## src/inc/crc_dma_pkg.sv

```systemverilog
// Package with register map, field positions and constants of the DMA CRC block
// Overview of operation
// RQ1: Software sets channel auto-rearm before setting channel on, bit 7.
// RQ2: With auto-rearm, normal completion leaves channel on set.
// RQ3: Block done and pattern match both count as normal completion.
// RQ4: Each rearming completion resets source, destination and cell pointers.
// RQ5: One CRC generator shared, attached to channel chosen by select field.
// RQ6: Generator runs only while CRC enable bit 7 is set.
// RQ7: One clock per source byte; wider reads take one clock per byte.
// RQ8: Append clear: data passes through CRC and is written to destination.
// RQ9: Background mode leaves final CRC in the accumulator register.
// RQ10: Append mode suppresses data writes, then writes CRC at block end.
// RQ11: Intermediate polynomial terms come from 16-bit mask register bits.
// RQ12: Highest and lowest polynomial terms are always included.
// RQ13: Length field bits 12 to 8 holds polynomial degree minus one.
// RQ14: Writing accumulator loads the seed; done before enabling the channel.
// RQ15: Reading accumulator during generation returns the partial CRC.
// RQ16: Source bytes enter the generator most significant bit first.
// RQ17: Polynomials up to degree sixteen are supported.
// RQ18: Append-select bit 6 switches attached channel to append operation.
// RQ19: Append writes at most 4 CRC bytes, fewer if destination size smaller.
// RQ20: No CRC written when transfer ends by abort or bus error; no bus error input, and an abort on the edge into ST_APPEND still writes CRC.
// RQ21: Unselected channels, or CRC disabled, transfer without CRC involvement.
package crc_dma_pkg;
   // Register byte offsets on APB
   localparam logic [7:0] ADDR_CRC_CONTROL = 8'h00;
   localparam logic [7:0] ADDR_CRC_POLY_MASK = 8'h04;
   localparam logic [7:0] ADDR_CRC_ACCUMULATOR = 8'h08;
   localparam logic [7:0] ADDR_CHAN_CONTROL = 8'h10;
   localparam logic [7:0] ADDR_CHAN_STATUS = 8'h14;
   // crc_control fields
   localparam int CRC_CH_LSB = 0;
   localparam int CRC_CH_W = 3;
   localparam int CRC_APPEND_BIT = 6;
   localparam int CRC_ENABLE_BIT = 7;
   localparam int POLY_LENGTH_FIELD_LSB = 8;
   localparam int POLY_LENGTH_FIELD_W = 5;
   // channel_control_reg fields (one byte per channel lane)
   localparam int CHAN_ON_BIT = 7;
   localparam int CHAN_REARM_BIT = 4;
   // Reset values
   localparam logic [31:0] CRC_CONTROL_RST = 32'h0000_0000;
   localparam logic [15:0] POLY_MASK_RST = 16'h0000;
   localparam logic [31:0] ACCUM_RST = 32'h0000_0000;
   // Append write limit in bytes
   localparam logic [2:0] APPEND_MAX_BYTES = 3'h4;
   localparam int CRC_MAX_DEG = 16;
endpackage

```

## src/dma_crc_core.sv

```systemverilog
`timescale 1ns/100ps
// Shared DMA CRC generator with channel auto-rearm control and APB registers
module dma_crc_core #(
   parameter int NUM_CH = 8
) (
   // Clock, reset, enable
   input wire logic ref_clk,
   input wire logic rstn,
   input wire logic clk_en,
   // APB slave
   input wire logic psel,
   input wire logic penable,
   input wire logic pwrite,
   input wire logic [7:0] paddr,
   input wire logic [31:0] pwdata,
   output logic [31:0] prdata,
   output logic pready,
   output logic pslverr,
   // Source read stream from a channel
   input wire logic src_valid,
   input wire logic [2:0] src_chan,
   input wire logic [31:0] src_data,
   input wire logic [2:0] src_bytes,
   output logic src_ready,
   // Destination write stream
   output logic dst_valid,
   output logic [2:0] dst_chan,
   output logic [31:0] dst_data,
   output logic [2:0] dst_bytes,
   output logic dst_is_crc,
   input wire logic dst_ready,
   // Channel end events
   input wire logic [NUM_CH-1:0] block_done,
   input wire logic [NUM_CH-1:0] pattern_match,
   input wire logic [NUM_CH-1:0] abort_end,
   input wire logic [7:0] dest_size,
   // Channel control outputs
   output logic [NUM_CH-1:0] channel_on,
   output logic [NUM_CH-1:0] ptr_reset
);
   // Idle, byte walk through the CRC, forward a word, write the appended CRC
   typedef enum logic [1:0] {ST_IDLE, ST_CRC, ST_FWD, ST_APPEND} crc_state_e;

   crc_state_e state_r, state_nxt;
   logic [31:0] ctrl_r;
   logic [15:0] poly_r;
   logic [15:0] acc_r;
   logic [NUM_CH-1:0] on_r;
   logic [NUM_CH-1:0] rearm_r;
   logic [NUM_CH-1:0] ptr_r;
   logic [31:0] word_r;
   logic [2:0] left_r;
   logic [2:0] nbytes_r;
   logic [2:0] chan_r;
   logic [31:0] prdata_r;
   logic pready_r;
   logic pslverr_r;
   logic src_ready_r;
   logic dst_valid_r;
   logic [31:0] dst_data_r;
   logic [2:0] dst_bytes_r;
   logic dst_is_crc_r;
   logic [2:0] dst_chan_r;
   logic append_pend_r;

   // Field decode
   wire logic crc_en = ctrl_r[crc_dma_pkg::CRC_ENABLE_BIT];
   wire logic app_sel = ctrl_r[crc_dma_pkg::CRC_APPEND_BIT]; // [RQ18]
   wire logic [2:0] sel_ch = ctrl_r[crc_dma_pkg::CRC_CH_LSB +: crc_dma_pkg::CRC_CH_W];
   wire logic [4:0] poly_length_field = ctrl_r[crc_dma_pkg::POLY_LENGTH_FIELD_LSB +: crc_dma_pkg::POLY_LENGTH_FIELD_W];

   // APB decode; access phase answered in one cycle
   // Writes land at the first access edge, the answer stands one cycle later
   wire logic acc_ph = psel && penable && !pready_r;
   wire logic wr_en = acc_ph && pwrite;
   wire logic hit_ctl = paddr == crc_dma_pkg::ADDR_CRC_CONTROL;
   wire logic hit_poly = paddr == crc_dma_pkg::ADDR_CRC_POLY_MASK;
   wire logic hit_acc = paddr == crc_dma_pkg::ADDR_CRC_ACCUMULATOR;
   wire logic hit_chc = paddr == crc_dma_pkg::ADDR_CHAN_CONTROL;
   wire logic hit_chs = paddr == crc_dma_pkg::ADDR_CHAN_STATUS;
   wire logic hit_any = hit_ctl || hit_poly || hit_acc || hit_chc || hit_chs;

   // Channel control word packs one byte per channel, four channels per word
   function automatic logic [31:0] pack_chan(input logic [NUM_CH-1:0] on,
                                             input logic [NUM_CH-1:0] rearm);
      logic [31:0] w;
      w = 32'h0000_0000;
      for (int i = 0; i < NUM_CH && i < 4; i++) begin
         w[i*8 + crc_dma_pkg::CHAN_ON_BIT] = on[i];
         w[i*8 + crc_dma_pkg::CHAN_REARM_BIT] = rearm[i];
      end
      return w;
   endfunction

   // Read mux; unmapped offsets read zero
   wire logic [31:0] rd_mux =
      hit_ctl ? ctrl_r :
      hit_poly ? {16'h0000, poly_r} :
      hit_acc ? {16'h0000, acc_r} : // Partial CRC visible at any time [RQ15]
      hit_chc ? pack_chan(on_r, rearm_r) :
      hit_chs ? {29'h0, state_r == ST_IDLE, app_sel, crc_en} : 32'h0000_0000;

   // CRC attached only to the selected channel while enabled [RQ5] [RQ6] [RQ21]
   wire logic crc_take = crc_en && src_chan == sel_ch;
   wire logic [7:0] cur_byte = word_r[31:24];
   logic [15:0] crc_next;

   crc_shift_unit u_shift (
      .crc_in(acc_r),
      .poly_mask(poly_r),
      .poly_length_field(poly_length_field),
      .data_byte(cur_byte),
      .crc_out(crc_next)
   );

   // Normal completion: block done or pattern match [RQ3]
   // An abort in the same cycle as a completion counts as an abort
   wire logic [NUM_CH-1:0] norm_end = (block_done | pattern_match) & ~abort_end;
   wire logic sel_end = crc_en && app_sel && norm_end[sel_ch];
   wire logic sel_abort = abort_end[sel_ch];
   // Append write size, capped at four bytes [RQ19]
   // A zero size selects the full four-byte write
   wire logic [2:0] app_bytes = (dest_size == 8'h00 || dest_size > 8'h04) ?
      crc_dma_pkg::APPEND_MAX_BYTES : dest_size[2:0];

   // Accept a source word when idle and output free
   // A word once taken is never dropped; src_ready opens over a held write only after an abort on the edge into ST_APPEND
   wire logic take_src = src_valid && src_ready_r && state_r == ST_IDLE;
   wire logic dst_done = dst_valid_r && dst_ready;

   // Sequencer
   always_comb begin
      state_nxt = state_r;
      case (state_r)
         ST_IDLE: begin
            if (append_pend_r && !dst_valid_r) begin
               state_nxt = ST_APPEND;
            end else if (take_src) begin
               state_nxt = crc_take ? ST_CRC : ST_FWD;
            end
         end
         ST_CRC: begin
            // Append swallows the word, background still forwards it [RQ10] [RQ8]
            if (left_r == 3'h1) begin
               state_nxt = app_sel ? ST_IDLE : ST_FWD;
            end
         end
         ST_FWD: state_nxt = ST_IDLE;
         ST_APPEND: state_nxt = ST_IDLE;
         default: state_nxt = ST_IDLE;
      endcase
   end

   // State and APB handshake
   always_ff @(posedge ref_clk) begin
      if (!rstn) begin
         state_r <= ST_IDLE;
         pready_r <= 1'b0;
         pslverr_r <= 1'b0;
         prdata_r <= 32'h0000_0000;
      end else if (clk_en) begin
         state_r <= state_nxt;
         pready_r <= acc_ph;
         pslverr_r <= acc_ph && !hit_any;
         prdata_r <= (acc_ph && !pwrite) ? rd_mux : 32'h0000_0000;
      end
   end

   // Programmable registers
   // Reserved control bits are dropped on write and read back as zero
   always_ff @(posedge ref_clk) begin
      if (!rstn) begin
         ctrl_r <= crc_dma_pkg::CRC_CONTROL_RST;
         poly_r <= crc_dma_pkg::POLY_MASK_RST;
      end else if (clk_en && wr_en) begin
         if (hit_ctl) begin
            ctrl_r <= pwdata & 32'h0000_1FC7;
         end
         if (hit_poly) begin
            poly_r <= pwdata[15:0]; // [RQ11]
         end
      end
   end

   // Accumulator: seed write wins, else one byte per clock [RQ14] [RQ7] [RQ9]
   // A seed write mid-block wins, so software seeds before enabling
   always_ff @(posedge ref_clk) begin
      if (!rstn) begin
         acc_r <= crc_dma_pkg::ACCUM_RST[15:0];
      end else if (clk_en) begin
         if (wr_en && hit_acc) begin
            acc_r <= pwdata[15:0];
         end else if (state_r == ST_CRC) begin
            acc_r <= crc_next;
         end
      end
   end

   // Word capture and byte walk, MSB byte first [RQ16] [RQ7]
   // Valid bytes are left-aligned so the next byte is always on top
   always_ff @(posedge ref_clk) begin
      if (!rstn) begin
         word_r <= 32'h0000_0000;
         left_r <= 3'h0;
         nbytes_r <= 3'h0;
         chan_r <= 3'h0;
         src_ready_r <= 1'b0;
      end else if (clk_en) begin
         // Closed while a write is owed or an append is due, so a new word can overwrite the
         // held destination data only after an abort on the edge into ST_APPEND
         src_ready_r <= state_nxt == ST_IDLE && state_r != ST_FWD && !take_src
            && !(dst_valid_r && !dst_done) && !append_pend_r && !sel_end;
         if (take_src) begin
            word_r <= src_data << (8 * (4 - src_bytes));
            left_r <= src_bytes;
            nbytes_r <= src_bytes;
            chan_r <= src_chan;
         end else if (state_r == ST_CRC) begin
            word_r <= {word_r[23:0], 8'h00};
            left_r <= left_r - 3'h1;
         end
      end
   end

   // Destination output: pass-through data or appended CRC [RQ8] [RQ10]
   // One holding register serves data and CRC, held until accepted unless a word is taken after an abort on the edge into ST_APPEND
   always_ff @(posedge ref_clk) begin
      if (!rstn) begin
         dst_valid_r <= 1'b0;
         dst_data_r <= 32'h0000_0000;
         dst_bytes_r <= 3'h0;
         dst_is_crc_r <= 1'b0;
         dst_chan_r <= 3'h0;
      end else if (clk_en) begin
         if (dst_done) begin
            dst_valid_r <= 1'b0;
         end
         if (take_src) begin
            dst_data_r <= src_data;
            dst_is_crc_r <= 1'b0;
         end else if (state_r == ST_FWD) begin
            dst_valid_r <= 1'b1; // Background or unselected: data written [RQ8] [RQ21]
            dst_bytes_r <= nbytes_r;
            dst_chan_r <= chan_r;
         end else if (state_r == ST_APPEND) begin
            dst_valid_r <= 1'b1; // Append: only the CRC, upper half zero [RQ10] [RQ19]
            dst_data_r <= {16'h0000, acc_r};
            dst_bytes_r <= app_bytes;
            dst_chan_r <= sel_ch;
            dst_is_crc_r <= 1'b1;
         end
      end
   end

   // Append write pending after normal end; dropped on abort [RQ10] [RQ20]
   // Abort wins over completion, and over a pending write only at edges before the one into ST_APPEND
   always_ff @(posedge ref_clk) begin
      if (!rstn) begin
         append_pend_r <= 1'b0;
      end else if (clk_en) begin
         if (sel_abort) begin
            append_pend_r <= 1'b0; // [RQ20]
         end else if (sel_end) begin
            append_pend_r <= 1'b1;
         end else if (state_r == ST_APPEND) begin
            append_pend_r <= 1'b0;
         end
      end
   end

   // Channel on and auto-rearm; normal end keeps a rearmed channel on [RQ2] [RQ4]
   // Software write wins over a hardware clear in the same cycle
   // Only channels 0 to 3 have a lane in the control word
   always_ff @(posedge ref_clk) begin
      if (!rstn) begin
         on_r <= '0;
         rearm_r <= '0;
         ptr_r <= '0;
      end else if (clk_en) begin
         for (int i = 0; i < NUM_CH; i++) begin
            ptr_r[i] <= on_r[i] && norm_end[i]; // Pointers restart at each completion of a channel that is on [RQ4]
            if (wr_en && hit_chc && i < 4) begin
               on_r[i] <= pwdata[(i % 4) * 8 + crc_dma_pkg::CHAN_ON_BIT];
               rearm_r[i] <= pwdata[(i % 4) * 8 + crc_dma_pkg::CHAN_REARM_BIT];
            end else if (abort_end[i]) begin
               on_r[i] <= 1'b0;
            end else if (norm_end[i] && !rearm_r[i]) begin
               on_r[i] <= 1'b0; // Kept on when auto-rearm set [RQ2] [RQ3]
            end
         end
      end
   end

   // Outputs straight from flops
   assign prdata = prdata_r;
   assign pready = pready_r;
   assign pslverr = pslverr_r;
   assign src_ready = src_ready_r;
   assign dst_valid = dst_valid_r;
   assign dst_data = dst_data_r;
   assign dst_bytes = dst_bytes_r;
   assign dst_is_crc = dst_is_crc_r;
   assign dst_chan = dst_chan_r;
   assign channel_on = on_r;
   assign ptr_reset = ptr_r;
endmodule

```

## src/crc_shift_unit.sv

```systemverilog
`timescale 1ns/100ps
// Single-bit-per-step CRC engine, one byte per clock
module crc_shift_unit (
   // Current state and polynomial
   input wire logic [15:0] crc_in,
   input wire logic [15:0] poly_mask,
   input wire logic [4:0] poly_length_field,
   // Byte to fold in
   input wire logic [7:0] data_byte,
   // Updated state
   output logic [15:0] crc_out
);
   // Fold byte MSB first through a polynomial of degree poly_length_field+1 [RQ16] [RQ13]
   always_comb begin
      logic [15:0] c;
      logic [15:0] poly;
      logic [15:0] top;
      logic fb;
      fb = 1'b0;
      c = crc_in;
      // Lowest term forced on; highest term is implicit as the feedback [RQ12] [RQ11]
      poly = poly_mask | 16'h0001;
      top = 16'h0001 << poly_length_field;
      for (int i = 7; i >= 0; i--) begin
         fb = ((c & top) != 16'h0000) ^ data_byte[i];
         c = c << 1;
         if (fb) begin
            c = c ^ poly;
         end
      end
      // Keep only degree bits, up to sixteen [RQ17]
      crc_out = c & ((top << 1) - 16'h0001 | top);
   end
endmodule

```

## config.mk

```make
export PLATFORM = sky130hd
export DESIGN_NAME = dma_crc_core
export DESIGN_NICKNAME = d
export VERILOG_FILES = /design/src/inc/crc_dma_pkg.sv /design/src/dma_crc_core.sv /design/src/crc_shift_unit.sv
export SDC_FILE = /design/constraint.sdc
export NUM_CORES = 1
export LEC_CHECK = 0
export ABC_AREA = 1
export BUFFER_PORTS_ARGS = -buffer_cell sky130_fd_sc_hd__buf_2
export CORE_MARGIN = 5
export CORE_UTILIZATION = 53
export DETAILED_ROUTE_END_ITERATION = 10
export PLACE_DENSITY_LB_ADDON = 0.25
export SLEW_MARGIN = 20
export SYNTH_ARGS = -nofsm -noshare
export SYNTH_HDL_FRONTEND = slang
export SYNTH_SLANG_ARGS = --single-unit
```

## constraint.sdc

```tcl
create_clock -name ref_clk -period 6.9 [get_ports ref_clk]
set_input_delay 0.69 -clock ref_clk [delete_from_list [all_inputs] [get_ports ref_clk]]
set_output_delay 0.69 -clock ref_clk [all_outputs]
set_load 0.03 [all_outputs]
```

==> results_dict.tcl <==
set metrics [dict create \
    path_buf_inv 10 \
    final_layout_size_suffix_gt1_frac 0.315 \
    dr.first_iter.drc_count 1676 \
    hold_path.class "reg2reg" \
    initial_core_util 0.539 \
    placed_cells 2697 \
    holdWs_ns 0.464 \
    clock_path_buffers 2 \
    crit_top_cell "nand2_1" \
    drc 0 \
    numCtsBuffers 17 \
    postSynth.asyncResetShare 0 \
    slowest_stage "dfxtp_4" \
    grt_start_max_net_pins 94 \
    drt-total-wl_mm 51.3 \
    syn_area_per_cell_sq_um 6.63 \
    setup_viol 16 \
    layoutNonFillerInstCount 2738 \
    vias_per_cell 5.71 \
    wl_per_cell_um 18.7 \
    place_hpwl_mm 38.1 \
    io_pins 209 \
    synth_ff_type "dfxtp_1" \
    ys_ff_latch 161 \
    numClockSinks 161 \
    critical_path_arrival_ns 8.49 \
    startpoint "ctrl_r[9]" \
    syn_area_sq_um 13100 \
    syn2layout_area_growth_pct 29.6 \
    wl_met2_mm 23.1 \
    rows 57 \
    ys_top_cells_by_area "dfxtp_1 25%, nand2_1 12%, nand3_1 10%" \
    violations "setup timing" \
    worst_ep_required_time_ns 7.26 \
    slowest_delay_ns 0.43 \
    yosysSeqAreaShare 0.245 \
    root_buffer "clkbuf_16" \
    rsz0062_at_grt "yes" \
    place_congestion 0.965 \
    cts.clk_slew.worst_paths_ns 0.07 \
    dieArea_sq_um 28000 \
    core_sq_um 24400 \
    grt_pass1_vias 14900 \
    crit_family "simple AND/OR/NAND/NOR gates" \
    wl_met1_mm 20.6 \
    worstSetupPathType "reg2reg" \
    design_power_total_mw 4.14 \
    slew-limit-headroom 0.266 \
    tightest_slew_ns 1.10 \
    ys_types 52 \
    fin_skew_ns 0.0117 \
    yosysTopAreaCellShare 0.245 \
    period_minus_slack_ns 8.12 \
    setup_ws_ns -1.22 \
    p_per_area_nw_per_um2 243 \
    highest_layer "met5" \
    cp_max_fo 17 \
    synth_edf_count 0 \
    clk_latency_ns 0.43 \
    syn_inst 1981 \
    slew_viol_final 0 \
    synth_top_cell_by_area "dfxtp_1" \
    vdd_drop_max_v 0.000184 \
    cts_htree_levels 4 \
    numPortBuffers 176 \
    overflow 0 \
    grt_pass1_wl_mm 80.3 \
    cts_tree "done" \
    maxCapViolations 0 \
    ys_top_cells_by_count "421 x nand2_1, 262 x nand3_1, 187 x a21oi_1" \
    die_h_um 167 \
    place_ws_ns -1.48 \
    grt_use_total 0.354 \
    hold_viol_final 0 \
    crit_path_start_kind "flip-flop" \
    status "complete, but fails checks" \
    total_leakage_power_nw 8.19 \
    wl_met3_mm 5.26 \
    nNetsFinal 2524 \
    ant_nets 0 \
    fp.dieW_um 167 \
    reg2reg_from "ctrl_r[9]" \
    tns_ns -19.09 \
    end_kind "flip-flop" \
    synthMostInstantiatedCell "nand2_1" \
    yosys_warnings 0 \
    vias 15600 \
    fin_crit_sh 1.18 \
    hold_start "prdata[11]" \
    fmax_ghz 0.123 \
    first_pass_iters 6 \
    antenna_found_initial 1 \
]
[logic make-up after synthesis]
group                    after synthesis  share of synthesized area
AND/OR/NAND/NOR                      999                      0.377
flip-flops                           161                      0.245
adder cells (fa/ha/maj)                5                    0.00476
AO/OA/AOI/OAI                        428                      0.187
other                                  1                   0.000285
XOR/XNOR                             113                     0.0753
buffers and inverters                274                      0.110
[routing by layer]
metal,vias to the layer above,global-route usage
met1,7158,0.464
met5,-,0
met4,2,0.129
met2,889,0.579
met3,158,0.0710
li1,7439,-
[area by class of cell]
type,instances,area [sq um]
Sequential cell,161,3230
Inverter,149,562
Clock inverter,13,151
Tap cell,324,405
Antenna cell,1,2.50
Multi-Input combinational cell,1567,8730
Timing Repair Buffer,505,3510
Fill cell,2169,7360
Clock buffer,18,429
[metrics by stage]
step | instance area, sq um | utilization
finish | 17000 | 0.698
global route | 17000 | 0.698
CTS | 17000 | 0.697
detailed placement | 16200 | 0.665
global placement | 16200 | 0.665
floorplan | 13300 | -
[timing repair]
item	in CTS	in global routing
buffers inserted	5	1
gates cloned	3	0
pin swaps	6	4
hold buffers	0	0
endpoints found under the setup margin	16	16
resized for setup	22	2
[where the power goes]
group | total, mW | switching (mW) | internal [mW]
Sequential | 0.977 | 0.0214 | 0.956
Combinational | 2.18 | 1.16 | 1.02
Clock | 0.975 | 0.436 | 0.539
Total | 4.14 | 1.62 | 2.52
[registers in the layout, indices dropped and copies added, names as in the netlist]
| register | cells |
|---|---|
| dst_data | 32 |
| word_r | 32 |
| prdata | 20 |
| acc_r | 16 |
| poly_r | 16 |
| ctrl_r | 10 |
| channel_on | 4 |
| ptr_reset | 4 |
| rearm_r | 4 |
| chan_r | 3 |
| dst_bytes | 3 |
| dst_chan | 3 |
| left_r | 3 |
| nbytes_r | 3 |
| state_r | 2 |
| append_pend_r | 1 |
| dst_is_crc | 1 |
| dst_valid | 1 |
| pready | 1 |
| pslverr | 1 |
| src_ready | 1 |
[worst paths after layout]
check / end / cells past startpoint / slack (ns)
worst max-delay path: acc_r[3] / 67 / -1.22
worst min-delay path: prdata[11] / 2 / 0.46
worst max register to register: acc_r[3] / 67 / -1.22
worst min register to register: prdata[11] / 2 / 0.46
[worst reg2reg max path: cells and delay by family (launching register included)]
family	cells	cell delay [ns]
flops	1	0.43
simple gates	50	5.04
compound gates	7	1.07
buf+inv	10	1.52
[cell usage in the layout, fill, tap and decap left out, types with 11 or more instances in the layout]
master     synthesis  routed
nand2_1          421     421
buf_4             25     307
nand3_1          262     251
a21oi_1          187     187
buf_2              2     177
dfxtp_1          161     156
o21ai_0          138     138
inv_1            133     133
xor2_1           111     111
nor2_1           105     103
nand2_2           66      65
nand3_2           28      39
nand2_4           38      34
nor2_2            37      32
a31oi_1           27      27
conb_1             1      20
clkbuf_16          0      17
nor2_4             9      16
o211ai_1          16      16
buf_6             24      11
(Power assumes the default switching activity.)
